File: config.mk
export PLATFORM = sky130hd
export DESIGN_NAME = cebes_top
export DESIGN_NICKNAME = d
export VERILOG_FILES = /design/src/hw/cebes_pkg.sv /design/src/hw/cebes_top.sv /design/src/hw/cebes_bank_classify.sv
export SDC_FILE = /design/constraint.sdc
export NUM_CORES = 1
export LEC_CHECK = 0
export BUFFER_PORTS_ARGS = -buffer_cell sky130_fd_sc_hd__buf_2
export CORE_AREA = 2 2 92 94
export DETAILED_ROUTE_END_ITERATION = 8
export DIE_AREA = 0 0 94 96
export PLACE_DENSITY = 0.83
export REMOVE_ABC_BUFFERS = 1
export SLEW_MARGIN = 20
export SYNTH_ARGS = -nofsm -noshare
export SYNTH_HDL_FRONTEND = slang
export SYNTH_SLANG_ARGS = --single-unit
File: constraint.sdc
create_clock -name CORE_CLK -period 6 [get_ports CORE_CLK]
set_clock_uncertainty 0.15 [all_clocks]
set_input_delay 0.6 -clock CORE_CLK [delete_from_list [all_inputs] [get_ports CORE_CLK]]
set_output_delay 0.6 -clock CORE_CLK [all_outputs]
set_load 0.01 [all_outputs]
File: src/hw/cebes_pkg.sv
/*
  Constants shared by the bank error status block: register offsets,
  field positions inside a bank nibble, reset values and widths.
  Assumes a byte-addressed register window of 256 bytes, 32-bit words.
*/
`default_nettype none

package cebes_pkg;

  // Register window geometry.
  localparam int unsigned ADDR_W         = 8;
  localparam int unsigned DATA_W         = 32;
  localparam int unsigned BE_W           = 4;

  // Bank layout: eight banks of four flags, bank 1 in the low nibble.
  localparam int unsigned NUM_BANKS      = 8;
  localparam int unsigned FLAGS_PER_BANK = 4;
  localparam int unsigned BANK_IDX_W     = 3;
  localparam int unsigned LOW_BITS_W     = 4;

  // Flag positions inside one bank nibble, high to low.
  localparam int unsigned FLD_LOW_ZERO   = 3;
  localparam int unsigned FLD_UNCORR     = 2;
  localparam int unsigned FLD_SINGLE     = 1;
  localparam int unsigned FLD_CODE_ERR   = 0;

  // Register offsets in the card controller register space.
  localparam logic [7:0] MASK_OFS        = 8'h64;
  localparam logic [7:0] STATUS_OFS      = 8'h80;
  localparam logic [7:0] RSV_A_LO        = 8'h84;
  localparam logic [7:0] RSV_A_HI        = 8'hbf;
  localparam logic [7:0] RSV_B_LO        = 8'hc0;
  localparam logic [7:0] RSV_B_HI        = 8'hff;

  // Reset values.
  localparam logic [31:0] STATUS_RESET   = 32'h0000_0000;
  localparam logic [31:0] MASK_RESET     = 32'h0000_0000;
  localparam logic [31:0] READ_ZERO      = 32'h0000_0000;

endpackage : cebes_pkg

`default_nettype wire

File: src/hw/cebes_top.sv
/*
  Per-bank ECC error status register with its companion mask register,
  reached through the card controller's memory-mapped register port.
  Assumes a simple single-cycle register port on CORE_CLK (address,
  read and write strobes, byte enables) and an ECC engine on the same
  clock that presents one bank result per strobe.
*/
// Contract
// - One 32-bit status word: eight banks, four flags each, bank 8 on top.
// - Low-bits-zero flag sets when the bank's bits 3:0 are all zero.
// - Uncorrectable flag sets when the bank's error cannot be corrected.
// - Single-bit flag sets when the bank shows exactly a one-bit error.
// - Code-error flag sets when the stored correction code itself is bad.
// - Flags reset to zero; writing one clears a flag, zero leaves it.
// - Offsets after the status word up to the window top are reserved.
// - Mask register, same layout; one enables a condition, zero disables.
`default_nettype none
`timescale 1ns/100ps

module cebes_top
  import cebes_pkg::*;
(
  input  wire logic                             CORE_CLK,     // Core clock.
  input  wire logic                             RST,          // Async reset.
  input  wire logic [cebes_pkg::ADDR_W-1:0]     REG_ADDR,     // Byte offset.
  input  wire logic                             REG_WR,       // Write strobe.
  input  wire logic                             REG_RD,       // Read strobe.
  input  wire logic [cebes_pkg::BE_W-1:0]       REG_BE,       // Byte enables.
  input  wire logic [cebes_pkg::DATA_W-1:0]     REG_WDATA,    // Write data.
  output var  logic [cebes_pkg::DATA_W-1:0]     REG_RDATA,    // Read data.
  output var  logic                             REG_ACK,      // Access done.
  input  wire logic                             ECC_VALID,    // Result strobe.
  input  wire logic [cebes_pkg::BANK_IDX_W-1:0] ECC_BANK,     // Bank index.
  input  wire logic [cebes_pkg::LOW_BITS_W-1:0] ECC_LOW_BITS, // Bits 3:0.
  input  wire logic                             ECC_UNCORR,   // Uncorrectable.
  input  wire logic                             ECC_SINGLE,   // One-bit error.
  input  wire logic                             ECC_CODE_ERR, // Code error.
  output var  logic [cebes_pkg::DATA_W-1:0]     STATUS_FLAGS  // Flag copy.
);

  import cebes_pkg::*;

  // Byte enable widened to a bit mask, used by both writable registers.
  function automatic logic [DATA_W-1:0] lane_mask(
    input logic [BE_W-1:0] be
  );
    logic [DATA_W-1:0] m;
    m = '0;
    for (int i = 0; i < BE_W; i++)
    begin
      m[i*8 +: 8] = {8{be[i]}};
    end
    return m;
  endfunction

  // Address decode, shared by the read and write paths.
  function automatic logic is_reg(
    input logic [ADDR_W-1:0] addr,
    input logic [ADDR_W-1:0] ofs
  );
    return addr[ADDR_W-1:2] == ofs[ADDR_W-1:2];
  endfunction

  logic [DATA_W-1:0] status_q;
  logic [DATA_W-1:0] status_d;
  logic [DATA_W-1:0] mask_q;
  logic [DATA_W-1:0] mask_d;
  logic [DATA_W-1:0] raw_set;
  logic [DATA_W-1:0] set_vec;
  logic [DATA_W-1:0] clr_vec;
  logic [DATA_W-1:0] wmask;
  logic [DATA_W-1:0] rdata_q;
  logic [DATA_W-1:0] rdata_d;
  logic              ack_q;
  logic              hit_status;
  logic              hit_mask;
  logic              hit_rsvd;

  // Classifies the current ECC result into per-bank set requests.
  cebes_bank_classify u_classify (
    .valid    (ECC_VALID),
    .bank     (ECC_BANK),
    .low_bits (ECC_LOW_BITS),
    .uncorr   (ECC_UNCORR),
    .single   (ECC_SINGLE),
    .code_err (ECC_CODE_ERR),
    .set_vec  (raw_set)
  );

  // Decode of the two live words; everything else in the window is dead.
  assign hit_status = is_reg(REG_ADDR, STATUS_OFS);
  assign hit_mask   = is_reg(REG_ADDR, MASK_OFS);
  assign wmask      = lane_mask(REG_BE);

  assign hit_rsvd = ((REG_ADDR >= RSV_A_LO) && (REG_ADDR <= RSV_A_HI)) ||
                    ((REG_ADDR >= RSV_B_LO) && (REG_ADDR <= RSV_B_HI));

  assign set_vec = raw_set & mask_q;

  assign clr_vec = (REG_WR && hit_status) ? (REG_WDATA & wmask) : '0;

  // Sets are ORed in after the clear, so an event racing a clear survives.
  always_comb
  begin
    status_d = (status_q & ~clr_vec) | set_vec;
  end

  // Mask write merges only the enabled byte lanes.
  always_comb
  begin
    mask_d = mask_q;
    if (REG_WR && hit_mask)
    begin
      mask_d = (mask_q & ~wmask) | (REG_WDATA & wmask);
    end
  end

  // Read mux. Reserved and unmapped offsets read zero and ignore writes.
  always_comb
  begin
    rdata_d = READ_ZERO;
    if (REG_RD && hit_status)
    begin
      rdata_d = status_q;
    end
    else if (REG_RD && hit_mask)
    begin
      rdata_d = mask_q;
    end
    else if (REG_RD && hit_rsvd)
    begin
      rdata_d = READ_ZERO;
    end
  end

  // Sticky status flags.
  always_ff @(posedge CORE_CLK or posedge RST)
  begin
    if (RST)
    begin
      status_q <= STATUS_RESET;
    end
    else
    begin
      status_q <= status_d;
    end
  end

  // Mask register; resets to all conditions disabled.
  always_ff @(posedge CORE_CLK or posedge RST)
  begin
    if (RST)
    begin
      mask_q <= MASK_RESET;
    end
    else
    begin
      mask_q <= mask_d;
    end
  end

  // Read data is registered so the port never sees a combinational path;
  // the price is one cycle of read latency.
  always_ff @(posedge CORE_CLK or posedge RST)
  begin
    if (RST)
    begin
      rdata_q <= READ_ZERO;
    end
    else
    begin
      rdata_q <= rdata_d;
    end
  end

  // Every access is acknowledged one cycle later, mapped or not.
  always_ff @(posedge CORE_CLK or posedge RST)
  begin
    if (RST)
    begin
      ack_q <= 1'b0;
    end
    else
    begin
      ack_q <= REG_RD | REG_WR;
    end
  end

  // Outputs straight from flip-flops.
  assign REG_RDATA    = rdata_q;
  assign REG_ACK      = ack_q;
  assign STATUS_FLAGS = status_q;

endmodule // cebes_top

`default_nettype wire

File: src/hw/cebes_bank_classify.sv
/*
  Turns one ECC result for one bank into a 32-bit vector of set requests,
  one nibble per bank, only the addressed bank's nibble active.
  Assumes its inputs come from the ECC engine on the same clock and are
  only meaningful while the valid strobe is high.
*/
`default_nettype none
`timescale 1ns/100ps

module cebes_bank_classify
  import cebes_pkg::*;
(
  input  wire logic                             valid,    // Result strobe.
  input  wire logic [cebes_pkg::BANK_IDX_W-1:0] bank,     // Bank, 0 = bank 1.
  input  wire logic [cebes_pkg::LOW_BITS_W-1:0] low_bits, // Checked bits 3:0.
  input  wire logic                             uncorr,   // Not correctable.
  input  wire logic                             single,   // One-bit error.
  input  wire logic                             code_err, // Code itself bad.
  output wire logic [cebes_pkg::DATA_W-1:0]     set_vec   // Set requests.
);

  // Builds the flag nibble of one result in the documented order.
  function automatic logic [FLAGS_PER_BANK-1:0] nibble_of(
    input logic [LOW_BITS_W-1:0] bits,
    input logic                  unc,
    input logic                  one,
    input logic                  cod
  );
    logic [FLAGS_PER_BANK-1:0] n;
    n = '0;
    n[FLD_LOW_ZERO] = (bits == '0);
    n[FLD_UNCORR]   = unc;
    n[FLD_SINGLE]   = one;
    n[FLD_CODE_ERR] = cod;
    return n;
  endfunction

  logic [FLAGS_PER_BANK-1:0] nib;

  // The nibble is shared; only the addressed bank's lane passes it on.
  assign nib = nibble_of(low_bits, uncorr, single, code_err);

  // One lane per bank; bank 1 sits in bits 3:0, bank 8 in bits 31:28.
  for (genvar b = 0; b < NUM_BANKS; b++)
  begin : g_lane
    assign set_vec[b*FLAGS_PER_BANK +: FLAGS_PER_BANK] =
      (valid && (bank == BANK_IDX_W'(b))) ? nib : '0;
  end

endmodule // cebes_bank_classify

`default_nettype wire

==> Yosys cells after proc, flatten, opt, wreduce, memory -nomap -nowiden <==
Cells that the tools add are included.
{ "op_classes": {"reduce_logical": 14, "n_eq_ne": 9, "mux": 11, "bitwise": 9} }
{ "ops": {"columns": ["operator", "count"], "rows": [
  ["bitwise AND 32 bit", 4],
  ["2-to-1 mux 32 bit", 3],
  ["inverter 32 bit", 2],
  ["OR 32 bit", 2],
  ["2-to-1 mux 4 bit", 8],
  ["equality test 3 bit, second input constant", 4],
  ["logical AND 1 bit", 12],
  ["equality test 3 x 2 -> 1 bit, second input constant", 2],
  ["equality test 6 x 5 -> 1 bit, second input constant", 1],
  ["equality test 6 bit, second input constant", 1],
  ["logical NOT 4 bit", 1],
  ["equality test 3 x 1 -> 1 bit, second input constant", 1],
  ["logical NOT 3 bit", 1],
  ["OR 1 bit", 1]
]} }
{ "totals": {"ff_bits": 97, "elab_cells": 47, "input_bits": 59, "output_inout_bits": 65} }

==> Longest topological paths before layout <==
{ "logic_depth": {"depth_word": 6, "ltp_mapped": 5, "depth_no_buf": 3} }

==> Cells and area by module <==
Synthesis repeated with hierarchy kept, for this count alone.
{ "unflattened": {"cells_unflattened": 367, "area_unflattened_um2": 4374.2} }
{ "by_module_without_submodules": {"columns": ["mod", "seq_area_each_um2", "cells_each", "n_inst", "area_each_um2"], "rows": [
  ["cebes_top", 2427.3, 326, 1, 4061.4],
  ["cebes_bank_classify", 0.0, 41, 1, 312.8]
]} }

==> Least setup slack after synthesis <==
No wires, ideal clock.
{ "synth_path": {"path_kind": "input port to flip-flop", "start": "input REG_ADDR[7] in the netlist's numbering", "end": "register with a tool-made name", "slack_ps": 4120, "path_buffers": 2, "setup_ps": 125, "cell_stages": 5, "required_ps": 5725, "arrival_ps": 1605, "cell_sequence": "and4b_1 > buf_6 > and4_4 > buf_6 > mux2_4"} }
{ "synth_lines": {"columns": ["element", "line_no", "text"], "rows": [
  ["start: declaration", "cebes_top.sv:25", "input wire logic [cebes_pkg::ADDR_W-1:0] REG_ADDR,"]
]} }

==> flow_summary.toml <==
[status]
outcome = "finished clean"

[cells_and_area]
finish.net_count = 515
layout-drive-gt1-share = 0.399
n_fill_cell = 653
layout.cells.most_common = "sky130_fd_sc_hd__buf_2"
layout.cell_area.non_filler_um2 = 5170
diodes = 0
final_core_util = 0.642
most-common-layout-cells = "sky130_fd_sc_hd__buf_2, sky130_fd_sc_hd__dfrtp_1, sky130_fd_sc_hd__nand3_1, sky130_fd_sc_hd__mux2_4, sky130_fd_sc_hd__a21boi_1"
stdcell_count = 566
synthesis_to_finish_area_growth_pct = 18.6

[cts]
holdBufCountCts = 0
tritoncts_clock_tree = "yes"
cts.htree.levels = 3
cts_made_buffers = 9
cts.clk_slew.worst_paths_ns = 0.09
cts-root-buf = "sky130_fd_sc_hd__clkbuf_8"
cts_max_path_buffers = 2
post_cts_buffers = 0
cts.repair.resized = 0
clock_sink_count = 97
insertion_delay_ns = 0.36

[floorplan]
standard_cell_row_count = 33
core_um2 = 8050
die_width_um = 94
die_h_um = 96
start_util = 0.541
design.portCount = 124
fp.dieArea_um2 = 9020

[timing]
relSlewSlack = 0.337
final.setup.worst_slack_ns = 3.41
final-setup-viol-count = 0
final_hold_viol_count = 0
worst-slew-pin-transition_ns = 0.992
finalCritPeriodShare = 0.431
fmax_ghz = 0.386
finalMaxSlewViolations = 0
grt_setup_unrepaired = "false"
final_period_minus_worst_setup_slack_ns = 2.59
final.setup.tns_ns = 0

[yosys]
avgSynthCellArea_um2 = 12.6
mappedNetlistArea_um2 = 4360
yosys_warnings = 0
synthesis.instances = 346
postSynthRegisterBits = 97
synth-seq-area-share = 0.557
post_synth_num_cell_types = 26

[worst_setup_path]
critical_path_peak_fanout = 42
cp.arrival_ns = 2.69
critPathKind = "primary input to register"
crit_required_ns = 6.10
worstSetupStartpoint = "REG_ADDR[3]"
start_kind = "primary input"
rrSetupSlack_ns = 5.04
worst_r2r_path_depth = 1
timing.critical_path.to_type = "register"

[placed_design]
place_area_um2 = 4990
place.detailed.instances = 550
pre_cts_slack_ns = 3.09
routabilityCongestion = 0.827
dpl.hpwl_mm = 7.55
io_buffer_count = 121

[detailed_routing]
firstDrtPassIters = 5
drt_first_iter_violations = 223
routed_wirelength_mm = 11.3
drt-wirelength-per-cell_um = 20.0
drc = 0
vias = 3442
vias_per_cell = 6.08
ant_nets = 0

[grt]
global_route.overflow_total = 0
global_route.peak_usage_layer = "met2"
largest_net_degree_at_the_start_of_global_routing = 65
track_usage = 0.257
antenna_violations_before_repair = 0
groute.layer.met2.usage = 0.410
gr-usage-met3 = 0.0595
wire_length_of_the_first_global_routing_pass_mm = 17.3
use_met1 = 0.338
first_global_vias = 3376

[power]
p_leak_nw = 2.51
power.density_nw_per_um2 = 244
max-vdd-ir-drop_v = 0.000153

[run]
maxCapViolations = 0

[hold_path]
hold_path.class = "primary input to async pin"
layout make-up:
type	count	area, um^2	share of cell area
Sequential cell	97	2430	0.470
Timing Repair Buffer	128	658	0.127
Clock buffer	12	155	0.0300
Clock inverter	4	27.5	0.00532
Multi-Input combinational cell	219	1760	0.341
Tap cell	105	131	0.0254
Inverter	1	6.26	0.00121
power by group:
| group | total [mW] | internal, mW | switching [mW] |
|---|---|---|---|
| Combinational | 0.148 | 0.0698 | 0.0779 |
| Sequential | 0.718 | 0.688 | 0.0300 |
| Clock | 0.395 | 0.173 | 0.222 |
cell usage after synthesis, drive strengths merged:
library cell  number  area [um^2]
dfrtp             97         2430
nand3             96          480
a21boi            32          240
mux2              32          480
a32o              31          310
buf               23          154
clkbuf             6         22.5
and3               4         25.0
and4               4         45.0
and3b              3         26.3
nor2               3         13.8
nor4bb             3         30.0
nor2b              2         12.5
and2               1         6.26
and4b              1         10.0
and4bb             1         12.5
inv                1         3.75
nand2              1         3.75
nand4bb            1         11.3
nor4               1         12.5
nor4b              1         15.0
o2bb2ai            1         8.76
or2                1         6.26
worst min path at each step:
stage / endpoint / slack, ns / cells past startpoint
6_report: REG_RDATA[30]$_DFF_PP0_ / 0.09 / 2
5_1_grt: REG_RDATA[30]$_DFF_PP0_ / 0.12 / 2
4_1_cts: REG_RDATA[30]$_DFF_PP0_ / 0.10 / 2
3_5_place_dp: STATUS_FLAGS[16]$_DFF_PP0_ / 0.35 / 1
3_3_place_gp: STATUS_FLAGS[15]$_DFF_PP0_ / 0.35 / 1
2_1_floorplan: register / 0.35 / 1
worst max-delay path, stage by stage:
cell and delay (ns):
sky130_fd_sc_hd__buf_2 0.14, sky130_fd_sc_hd__nor2_4 0.77, sky130_fd_sc_hd__buf_4 0.43, sky130_fd_sc_hd__and4_4 0.40
sky130_fd_sc_hd__mux2_4 0.32
layer usage:
metal	vias to the layer above	share of wire	wire, um
li1	1530	-	-
met1	1702	0.40	4520
met2	187	0.50	5610
met3	23	0.079	895
met4	0	0.027	305
met5	-	0	0
cells by family (layout without fill, tap and decap cells):
kind of cell    Yosys count  after routing  synth area share
flops                    97             97             0.557
buf+inv                  30            145            0.0413
mux                      32             32             0.110
simple gates            123            123             0.163
compound gates           64             64             0.128
metrics by stage:
stage	hold slack (ns)	total power [mW]
final	0.0950	1.26
after global routing	0.118	1.31
after CTS	0.103	1.26
after detailed placement	0.353	0.877
after global placement	0.346	0.869
after floorplan	0.354	0.800
(Power assumes the default switching activity.)
